`src/logic/slt_consts.vh`:
```
/*
  slt_consts.vh: offsets, field positions, reset values and timing counts
  for the stn timing and fetch block.
  assumes: included by its bare name from files under logic/.
*/
`ifndef SLT_CONSTS_VH
`define SLT_CONSTS_VH

// register index map (byte address = offset, word aligned)
`define SLT_REG_CTRL      8'h00
`define SLT_REG_HTIME     8'h04
`define SLT_REG_VTIME     8'h08
`define SLT_REG_BIAS      8'h0c
`define SLT_REG_BASE      8'h10
`define SLT_REG_STATUS    8'h14
`define SLT_REG_FIFO      8'h18

// ctrl fields
`define SLT_CTRL_EN       0
`define SLT_CTRL_BSEL     1
`define SLT_CTRL_PT_LO    2
`define SLT_CTRL_PT_HI    3
`define SLT_CTRL_BIG      4
`define SLT_CTRL_DIV_LO   8
`define SLT_CTRL_DIV_HI   17

// panel types
`define SLT_PT_DUAL4      2'h0
`define SLT_PT_SINGLE4    2'h1
`define SLT_PT_SINGLE8    2'h2

// reset values
`define SLT_CTRL_RST      32'h0000_0208
`define SLT_HTIME_RST     32'h0000_004f
`define SLT_VTIME_RST     32'h0000_00ef
`define SLT_BIAS_RST      32'h0000_0002

// structural figures
`define SLT_DIV_MIN       10'h002
`define SLT_WLH_BASE      4
`define SLT_BLANK_MULT    8
`define SLT_BURST_WORDS   4
`define SLT_UPPER_DEPTH   16
`define SLT_LOWER_DEPTH   12

`endif

```
`src/logic/slt_stn_timing.v`:
```
/*
  slt_stn_timing.v: stn panel timing generator with burst fetch dma
  and split upper/lower word fifos, register port for software.
  assumes: one bus clock ref_clk_i, synchronous active low reset, a
  memory port that grants a burst then returns four words with a valid.
*/
// Implementation choices: the register offsets and the plain strobed port.
// Function
// - frame pulse high for the whole first line of every frame.
// - bias select 0 inverts ac bias output once per frame.
// - bias select 1 inverts ac bias after each bias_line_count line pulses.
// - four data lines for single 4-bit panels, eight for dual 4-bit and 8-bit single scan.
// - pixel clock is bus clock over twice divisor; divisor clamped at two.
// - line lasts h+1 pixel clocks plus pulse, delay and blank bus clocks.
// - dma asks for four-word burst when fifo has room, holds bus till done.
// - 28 words of fifo, 12 lower plus 16 upper, both used for dual scan.
// - single scan fills only the upper fifo.
// - stn pixel formats mono, gray and colour; only mono shifting is built.
// - three panel organisations, dual 4-bit, single 4-bit, single 8-bit.
// - tft formats are outside this stn front end.
// - virtual screen up to 16 megabytes via 22-bit word address.
// - frame sync and fifo count events are offered as pulse outputs.
// - configuration registers live behind the register port.
// - little or big endian byte order of fetched words.
// - mono mode shifts upper (and lower) fifo data out in nibbles or bytes.
`include "slt_consts.vh"
`timescale 1ns/10ps
`default_nettype none

module slt_stn_timing (
  input  wire        ref_clk_i,
  input  wire        resetn_i,
  input  wire [7:0]  reg_addr_i,
  input  wire [31:0] reg_wdata_i,
  input  wire        reg_wr_i,
  input  wire        reg_rd_i,
  output reg  [31:0] reg_rdata_o,
  output wire        mem_req_o,
  output wire [21:0] mem_addr_o,
  input  wire        mem_gnt_i,
  input  wire        mem_valid_i,
  input  wire [31:0] mem_data_i,
  output reg         frame_pulse_o,
  output reg         line_pulse_o,
  output reg         pixel_clock_out_o,
  output reg         ac_bias_toggle_o,
  output reg  [7:0]  pixel_data_bus_o,
  output reg         frame_sync_irq_o,
  output reg         fifo_count_irq_o
);

  localparam ST_ACTIVE = 4'b0001;
  localparam ST_PULSE  = 4'b0010;
  localparam ST_DELAY  = 4'b0100;
  localparam ST_BLANK  = 4'b1000;

  reg [31:0] ctrl_q, htime_q, vtime_q, bias_q;
  reg [21:0] base_q;
  reg [3:0]  st_q;
  reg [9:0]  div_q;
  reg [10:0] hcnt_q;
  reg [9:0]  vcnt_q;
  reg [12:0] wcnt_q;
  reg [7:0]  bcnt_q;
  reg [21:0] fetch_q;
  reg        busy_q;
  reg [1:0]  beat_q;
  reg        side_q;
  reg [31:0] up_mem [0:`SLT_UPPER_DEPTH-1];
  reg [31:0] lo_mem [0:`SLT_LOWER_DEPTH-1];
  reg [4:0]  up_cnt_q, lo_cnt_q;
  reg [3:0]  up_wr_q, up_rd_q, lo_wr_q, lo_rd_q;
  reg [31:0] sh_q;
  reg [2:0]  sh_left_q;

  // config fields
  wire       en      = ctrl_q[`SLT_CTRL_EN];
  wire       bsel    = ctrl_q[`SLT_CTRL_BSEL];
  wire [1:0] ptype   = ctrl_q[`SLT_CTRL_PT_HI:`SLT_CTRL_PT_LO];
  wire       dual    = (ptype == `SLT_PT_DUAL4);
  wire       wide    = (ptype == `SLT_PT_SINGLE8);
  wire [9:0] div_raw = ctrl_q[`SLT_CTRL_DIV_HI:`SLT_CTRL_DIV_LO];
  wire [9:0] div_eff = (div_raw < `SLT_DIV_MIN) ? `SLT_DIV_MIN : div_raw;
  wire [10:0] hval   = htime_q[10:0];
  wire [1:0]  line_pulse_width    = htime_q[17:16];
  wire [1:0]  post_line_delay   = htime_q[19:18];
  wire [7:0]  lblank = htime_q[31:24];
  wire [9:0]  lval   = vtime_q[9:0];
  wire [7:0]  bias_line_count   = bias_q[7:0];

  // pixel clock edges: one bus-clock tick at end of each half period
  wire half_end  = (div_q == div_eff - 10'h001);
  wire pix_fall  = half_end & pixel_clock_out_o;   // a full pixel period ends
  wire last_line = (vcnt_q == lval);

  // register write, read one cycle later
  always @(posedge ref_clk_i) begin
    if (!resetn_i) begin
      ctrl_q <= `SLT_CTRL_RST;
      htime_q <= `SLT_HTIME_RST;
      vtime_q <= `SLT_VTIME_RST;
      bias_q <= `SLT_BIAS_RST;
      base_q <= 22'h000000;
      reg_rdata_o <= 32'h0000_0000;
    end else begin
      if (reg_wr_i) begin
        case (reg_addr_i)
          `SLT_REG_CTRL:  ctrl_q <= reg_wdata_i;
          `SLT_REG_HTIME: htime_q <= reg_wdata_i;
          `SLT_REG_VTIME: vtime_q <= reg_wdata_i;
          `SLT_REG_BIAS:  bias_q <= reg_wdata_i;
          `SLT_REG_BASE:  base_q <= reg_wdata_i[23:2];
          default: ;
        endcase
      end
      reg_rdata_o <= 32'h0000_0000;                              // unmapped reads zero
      if (reg_rd_i) begin
        case (reg_addr_i)
          `SLT_REG_CTRL:   reg_rdata_o <= ctrl_q;
          `SLT_REG_HTIME:  reg_rdata_o <= htime_q;
          `SLT_REG_VTIME:  reg_rdata_o <= vtime_q;
          `SLT_REG_BIAS:   reg_rdata_o <= bias_q;
          `SLT_REG_BASE:   reg_rdata_o <= {8'h00, base_q, 2'h0};
          `SLT_REG_STATUS: reg_rdata_o <= {12'h000, vcnt_q, 3'h0, hcnt_q[4:0],
                                           ac_bias_toggle_o, frame_pulse_o};
          `SLT_REG_FIFO:   reg_rdata_o <= {19'h00000, busy_q, lo_cnt_q, 2'h0, up_cnt_q};
          default: reg_rdata_o <= 32'h0000_0000;
        endcase
      end
    end
  end

  // line sequencer: active pixels, line pulse, post delay, blanking
  always @(posedge ref_clk_i) begin
    if (!resetn_i || !en) begin
      st_q <= ST_ACTIVE;
      div_q <= 10'h000;
      hcnt_q <= 11'h000;
      vcnt_q <= 10'h000;
      wcnt_q <= 13'h0000;
      pixel_clock_out_o <= 1'b0;
      line_pulse_o <= 1'b0;
      frame_pulse_o <= 1'b0;
      frame_sync_irq_o <= 1'b0;
    end else begin
      frame_sync_irq_o <= 1'b0;
      frame_pulse_o <= (vcnt_q == 10'h000);
      case (st_q)
        ST_ACTIVE: begin
          div_q <= half_end ? 10'h000 : div_q + 10'h001;
          if (half_end)
            pixel_clock_out_o <= ~pixel_clock_out_o;
          if (pix_fall) begin
            if (hcnt_q == hval) begin
              hcnt_q <= 11'h000;
              st_q <= ST_PULSE;
              line_pulse_o <= 1'b1;
              wcnt_q <= (13'h0001 << (`SLT_WLH_BASE + line_pulse_width)) - 13'h0001;
            end else begin
              hcnt_q <= hcnt_q + 11'h001;
            end
          end
        end
        ST_PULSE: begin
          if (wcnt_q == 13'h0000) begin
            line_pulse_o <= 1'b0;
            st_q <= ST_DELAY;
            wcnt_q <= (13'h0001 << (`SLT_WLH_BASE + post_line_delay)) - 13'h0001;
          end else
            wcnt_q <= wcnt_q - 13'h0001;
        end
        ST_DELAY: begin
          if (wcnt_q == 13'h0000) begin
            st_q <= ST_BLANK;
            wcnt_q <= {2'h0, lblank, 3'h0};
          end else
            wcnt_q <= wcnt_q - 13'h0001;
        end
        ST_BLANK: begin
          if (wcnt_q == 13'h0000) begin
            st_q <= ST_ACTIVE;
            div_q <= 10'h000;
            if (last_line) begin
              vcnt_q <= 10'h000;
              frame_sync_irq_o <= 1'b1;
            end else
              vcnt_q <= vcnt_q + 10'h001;
          end else
            wcnt_q <= wcnt_q - 13'h0001;
        end
        default: st_q <= ST_ACTIVE;
      endcase
    end
  end

  // ac bias: per frame or per bias_line_count line pulses
  wire line_end = (st_q == ST_BLANK) && (wcnt_q == 13'h0000);
  always @(posedge ref_clk_i) begin
    if (!resetn_i || !en) begin
      ac_bias_toggle_o <= 1'b0;
      bcnt_q <= 8'h00;
    end else if (line_end) begin
      if (!bsel) begin
        if (last_line)
          ac_bias_toggle_o <= ~ac_bias_toggle_o;
      end else if (bcnt_q + 8'h01 >= bias_line_count) begin
        bcnt_q <= 8'h00;
        ac_bias_toggle_o <= ~ac_bias_toggle_o;
      end else
        bcnt_q <= bcnt_q + 8'h01;
    end
  end

  // burst dma: needs room for a whole burst; alternates halves for dual
  wire up_room  = (up_cnt_q <= `SLT_UPPER_DEPTH - `SLT_BURST_WORDS);
  wire lo_room  = (lo_cnt_q <= `SLT_LOWER_DEPTH - `SLT_BURST_WORDS);
  wire tgt_lo   = dual & side_q;
  assign mem_req_o  = en & ~busy_q & (tgt_lo ? lo_room : up_room);
  assign mem_addr_o = fetch_q;
  wire [31:0] swapped = ctrl_q[`SLT_CTRL_BIG] ?
    {mem_data_i[7:0], mem_data_i[15:8], mem_data_i[23:16], mem_data_i[31:24]} : mem_data_i;

  // shifter pulls words; one taken on a pixel clock rising edge once the last is shifted out
  wire pix_rise = (st_q == ST_ACTIVE) & half_end & ~pixel_clock_out_o;
  wire need     = pix_rise & (sh_left_q == 3'h0);
  wire up_pop   = need & (up_cnt_q != 5'h00);
  wire lo_pop   = need & dual & (lo_cnt_q != 5'h00);
  wire up_push  = busy_q & mem_valid_i & ~tgt_lo;
  wire lo_push  = busy_q & mem_valid_i & tgt_lo;

  always @(posedge ref_clk_i) begin
    if (!resetn_i || !en) begin
      busy_q <= 1'b0;
      beat_q <= 2'h0;
      side_q <= 1'b0;
      fetch_q <= base_q;
      up_cnt_q <= 5'h00;
      lo_cnt_q <= 5'h00;
      up_wr_q <= 4'h0;
      up_rd_q <= 4'h0;
      lo_wr_q <= 4'h0;
      lo_rd_q <= 4'h0;
      fifo_count_irq_o <= 1'b0;
    end else begin
      fifo_count_irq_o <= up_pop & (up_cnt_q == 5'h05);
      if (mem_req_o && mem_gnt_i)
        busy_q <= 1'b1;
      if (busy_q && mem_valid_i) begin
        fetch_q <= fetch_q + 22'h000001;
        beat_q <= beat_q + 2'h1;
        if (beat_q == 2'h3) begin
          busy_q <= 1'b0;
          side_q <= ~side_q;
        end
      end
      if (up_push) begin
        up_mem[up_wr_q] <= swapped;
        up_wr_q <= up_wr_q + 4'h1;
      end
      if (up_pop)
        up_rd_q <= up_rd_q + 4'h1;
      up_cnt_q <= up_cnt_q + {4'h0, up_push} - {4'h0, up_pop};
      if (lo_push) begin
        lo_mem[lo_wr_q] <= swapped;
        lo_wr_q <= (lo_wr_q == 4'hb) ? 4'h0 : lo_wr_q + 4'h1;
      end
      if (lo_pop)
        lo_rd_q <= (lo_rd_q == 4'hb) ? 4'h0 : lo_rd_q + 4'h1;
      lo_cnt_q <= lo_cnt_q + {4'h0, lo_push} - {4'h0, lo_pop};
    end
  end

  // mono serialiser: 4 or 8 bits per pixel clock, dual puts lower on high nibble
  always @(posedge ref_clk_i) begin
    if (!resetn_i || !en) begin
      sh_q <= 32'h0000_0000;
      sh_left_q <= 3'h0;
      pixel_data_bus_o <= 8'h00;
    end else if (pix_rise) begin
      if (up_pop) begin
        if (dual) begin
          sh_q <= {up_mem[up_rd_q][31:16], lo_pop ? lo_mem[lo_rd_q][31:16] : 16'h0000};
          pixel_data_bus_o <= {lo_pop ? lo_mem[lo_rd_q][31:28] : 4'h0,
                               up_mem[up_rd_q][31:28]};
          sh_left_q <= 3'h3;
        end else if (wide) begin
          sh_q <= {up_mem[up_rd_q][23:0], 8'h00};
          pixel_data_bus_o <= up_mem[up_rd_q][31:24];
          sh_left_q <= 3'h3;
        end else begin
          sh_q <= {up_mem[up_rd_q][27:0], 4'h0};
          pixel_data_bus_o <= {4'h0, up_mem[up_rd_q][31:28]};
          sh_left_q <= 3'h7;
        end
      end else if (sh_left_q != 3'h0) begin
        sh_left_q <= sh_left_q - 3'h1;
        if (dual) begin
          pixel_data_bus_o <= {sh_q[15:12], sh_q[31:28]};
          sh_q <= {sh_q[27:16], 4'h0, sh_q[11:0], 4'h0};
        end else if (wide) begin
          pixel_data_bus_o <= sh_q[31:24];
          sh_q <= {sh_q[23:0], 8'h00};
        end else begin
          pixel_data_bus_o <= {4'h0, sh_q[31:28]};
          sh_q <= {sh_q[27:0], 4'h0};
        end
      end
    end
  end

endmodule // slt_stn_timing

`default_nettype wire

```
`config.mk`:
```
export PLATFORM = sky130hd
export DESIGN_NAME = slt_stn_timing
export DESIGN_NICKNAME = d
export VERILOG_FILES = /design/src/logic/slt_stn_timing.v
export VERILOG_INCLUDE_DIRS = /design/src /design/src/logic
export SDC_FILE = /design/constraint.sdc
export NUM_CORES = 1
export LEC_CHECK = 0
export ABC_AREA = 1
export BUFFER_PORTS_ARGS = -buffer_cell sky130_fd_sc_hd__buf_2
export CAP_MARGIN = 20
export CORE_ASPECT_RATIO = 1.1
export CORE_MARGIN = 2
export CORE_UTILIZATION = 45
export CTS_BUF_LIST = sky130_fd_sc_hd__clkbuf_4
export DETAILED_ROUTE_END_ITERATION = 7
export PLACE_DENSITY = 0.62
export SETUP_SLACK_MARGIN = 0.4
export SLEW_MARGIN = 20
export SYNTH_ARGS = -nofsm -noshare
export SYNTH_HDL_FRONTEND = slang
export SYNTH_SLANG_ARGS = --single-unit
```
`constraint.sdc`:
```
create_clock -name ref_clk_i -period 4.5 [get_ports ref_clk_i]
set_input_delay 0.225 -clock ref_clk_i [delete_from_list [all_inputs] [get_ports ref_clk_i]]
set_output_delay 0.225 -clock ref_clk_i [all_outputs]
set_load 0.03 [all_outputs]
```
==> impl_metrics.env <==
export IMPL_outcome="finished, final reports clean"
export IMPL_vias=35500
export IMPL_drt_initial_drc_count=3320
export IMPL_ys_warn_count=0
export IMPL_synth_edf_count=726
export IMPL_ys_ff_latch=1051
export IMPL_setup_viol=0
export IMPL_initial_utilization=0.453
export IMPL_port_buffers=146
export IMPL_gr_total_overflow=0
export IMPL_power_density_nw_per_um2=355
export IMPL_cp_required_ps=5580
export IMPL_area_growth_pct=16.7
export IMPL_grt_usage=0.252
export IMPL_cts_root_buffer="clkbuf_4"
export IMPL_async_flop_share=0
export IMPL_io_pins=147
export IMPL_synth_cell_types=59
export IMPL_path_class="input port to flop"
export IMPL_antenna_found_initial=2
export IMPL_rows=122
export IMPL_slew_headroom=0.269
export IMPL_drc_errors=0
export IMPL_worstPathCellList="dlygate4sd3_1 > buf_2 > or3_1 > dlygate4sd3_1 > nor2_1 > dlygate4sd3_1 > inv_1 > nor3_4 > clkinvlp_4 > nor2_4 > clkinvlp_4 > nor2_1 > dlygate4sd3_1 > nor2_1 > dlygate4sd3_1"
export IMPL_rsz0062_at_grt="false"
export IMPL_fin_skew_ps=155
export IMPL_synth_cells=4447
export IMPL_wl_per_cell_um=20.7
export IMPL_cts_tree="built"
export IMPL_fin_setup_tns_ps=0
export IMPL_drive_gt1_frac=0.155
export IMPL_drtAntennaViolNets=0
export IMPL_syn_cell_area_um2=45500
export IMPL_synth_avg_cell_area_um2=10.2
export IMPL_grt_max_degree=105
export IMPL_insertion_delay_ps=1230
export IMPL_cp_max_fo=8
export IMPL_critPathMaxStageDelay_ps=610
export IMPL_die_w_um=307
export IMPL_fin_crit_ps=3940
export IMPL_routed_wl_mm=133
export IMPL_gp_congestion=0.905
export IMPL_grt_pass1_wl_mm=200
export IMPL_cp_slowest_cell="dlygate4sd3_1"
export IMPL_worstSetupStartpointType="input port"
export IMPL_fmax_mhz=254
export IMPL_cp_arrival_ps=5020
export IMPL_power_leakage_nw=19.4
export IMPL_hold_viol=0
export IMPL_vdd_drop_max_mv=0.239
export IMPL_viasPerCell=5.54
export IMPL_final_util=0.529
export IMPL_clk_pin_slew_worst_paths_ps=70
export IMPL_grt_pass1_vias=34100
export IMPL_dr_pass1_iters=6
export IMPL_numClockSinks=1051
export IMPL_place_area_um2=48100
export IMPL_end_kind="flop"
export IMPL_core_um2=100000
export IMPL_die_h_um=337
export IMPL_worst_pin_slew_ps=1090
export IMPL_ys_flop_type="edfxtp_1"
export IMPL_cts_inserted_buffers=293
export IMPL_syn_num_nets=4574
export IMPL_die_area_um2=104000
export IMPL_drv_cap=0
export IMPL_seq_area_frac_synth=0.622
export IMPL_clock_path_buffers=4
export IMPL_ctsHtreeMaxLevel=5
export IMPL_stdcell_area_um2=53100
export IMPL_finalMaxSlewViolations=0
export IMPL_hold_class="input port to flop"
export IMPL_final_period_utilization=0.875
export IMPL_nets=5036
export IMPL_crit_path_frequent_cell="dlygate4sd3_1"
export IMPL_hpwlAfterDp_mm=80.4
## sequential cells by signal (all words and copies together) (netlist names), 5 cells and up, named ones only
register	flops
vtime_q	32
ctrl_q	32
htime_q	32
vcnt_q	10
up_mem	512
bcnt_q	8
pixel_data_bus_o	8
wcnt_q	13
reg_rdata_o	32
up_cnt_q	5
bias_q	32
mem_addr_o	22
hcnt_q	11
div_q	10
lo_mem	192
base_q	22
lo_cnt_q	5
sh_q	32
## final timing paths
| kind | start | end | slack, ps | depth (start not counted) |
|---|---|---|---|---|
| max | reg_addr_i[6] | bias_q[12] | 560 | 15 |
| min | reg_wdata_i[4] | vtime_q[4] | 120 | 4 |
| max reg2reg | ctrl_q[10] | lo_cnt_q[4] | 720 | 25 |
| min reg2reg | htime_q[21] | htime_q[21] | 450 | 2 |
## final cells by class
| cell class | count | area [µm²] |
|---|---|---|
| antenna | 6 | 15.0 |
| clock buffer | 409 | 3070 |
| clock inverter | 72 | 342 |
| fill | 9016 | 47300 |
| inverter | 432 | 1630 |
| multi-input combinational | 2717 | 14800 |
| sequential | 1051 | 28300 |
| tap | 1302 | 1630 |
| timing repair buffer | 413 | 3240 |
| timing repair inverter | 1 | 5.00 |
## layout by cell type, fill, tap and decap left out, drive strengths merged, types with 23 or more instances in the layout
master / instances
xor2: 32
clkinv: 71
dlygate4sd3: 149
a21oi: 416
a221oi: 24
nand4: 28
buf: 264
edfxtp: 726
dfxtp: 325
nand3: 166
clkbuf: 409
nor3: 38
nor2: 357
o211ai: 151
a221o: 23
o21ai: 441
ha: 47
mux2i: 128
xnor2: 24
o22ai: 40
inv: 428
nand2: 700
## repair_timing
| action | CTS | global route |
|---|---|---|
| setup endpoints to repair | 0 | 3 |
| hold buffers | 149 | 0 |
| buffers inserted | 0 | 5 |
| resized for setup | 0 | 13 |
| endpoints found under the hold margin | 946 | 0 |
## critical path, delay by kind of cell
kind                   cells  cell delay, ps
and+or+nand+nor            6            1200
buffers and inverters      9            3560
## cells in the mapped netlist (8+ instances only)
library cell / instances / area (µm²)
clkinv_1: 8 / 30.0
o21ai_0: 432 / 2160
nor4_1: 8 / 50.1
a41oi_1: 12 / 105
xnor2_1: 24 / 210
nand4_1: 26 / 163
dfxtp_1: 325 / 6510
inv_1: 416 / 1560
nand3_1: 166 / 831
o211ai_1: 151 / 1130
nor2_1: 343 / 1290
ha_1: 47 / 588
a21oi_1: 415 / 2080
a221oi_1: 24 / 210
edfxtp_1: 726 / 21800
buf_2: 27 / 135
clkbuf_1: 196 / 736
xor2_1: 32 / 280
a221o_1: 23 / 230
a31oi_1: 19 / 119
o22ai_1: 40 / 250
buf_1: 16 / 60.1
inv_2: 8 / 30.0
mux2i_1: 128 / 1280
o21ai_1: 8 / 40.0
nand2_1: 695 / 2610
nor3_1: 35 / 175
## kinds of logic after synthesis
family	Yosys count	synth area share
buffers and inverters	679	0.0577
adder cells (fa/ha/maj)	49	0.0138
flip-flops	1051	0.622
AND/OR/NAND/NOR	1317	0.121
multiplexers	128	0.0282
XOR/XNOR	56	0.0108
AO/OA/AOI/OAI	1167	0.147
## power by group
part           leakage [nW]  switching (mW)  internal [mW]
sequential             9.22         0.00331           10.3
clock                  2.06            3.89           4.28
combinational          8.13           0.239          0.139
## per-layer routing
| layer | GRT usage | routed length [µm] |
|---|---|---|
| met3 | 0.0520 | 9040 |
| met1 | 0.319 | 55200 |
| met5 | 0 | 0 |
| met2 | 0.420 | 63200 |
| met4 | 0.111 | 5320 |
## stage by stage
| step | worst slack [ps] | hold WS (ps) | total power, mW | std cells |
|---|---|---|---|---|
| 2_1_floorplan | 380 | 351 | 10.6 | 4447 |
| 6_report | 560 | 125 | 18.9 | 6403 |
| 5_1_grt | 389 | 74.8 | 19.6 | 6399 |
| 3_5_place_dp | 647 | 443 | 10.8 | 5761 |
| 3_3_place_gp | 624 | 433 | 10.8 | 5760 |
| 4_1_cts | 533 | 12.1 | 19.1 | 6391 |
Note: power is estimated with default switching activity, not from simulation.
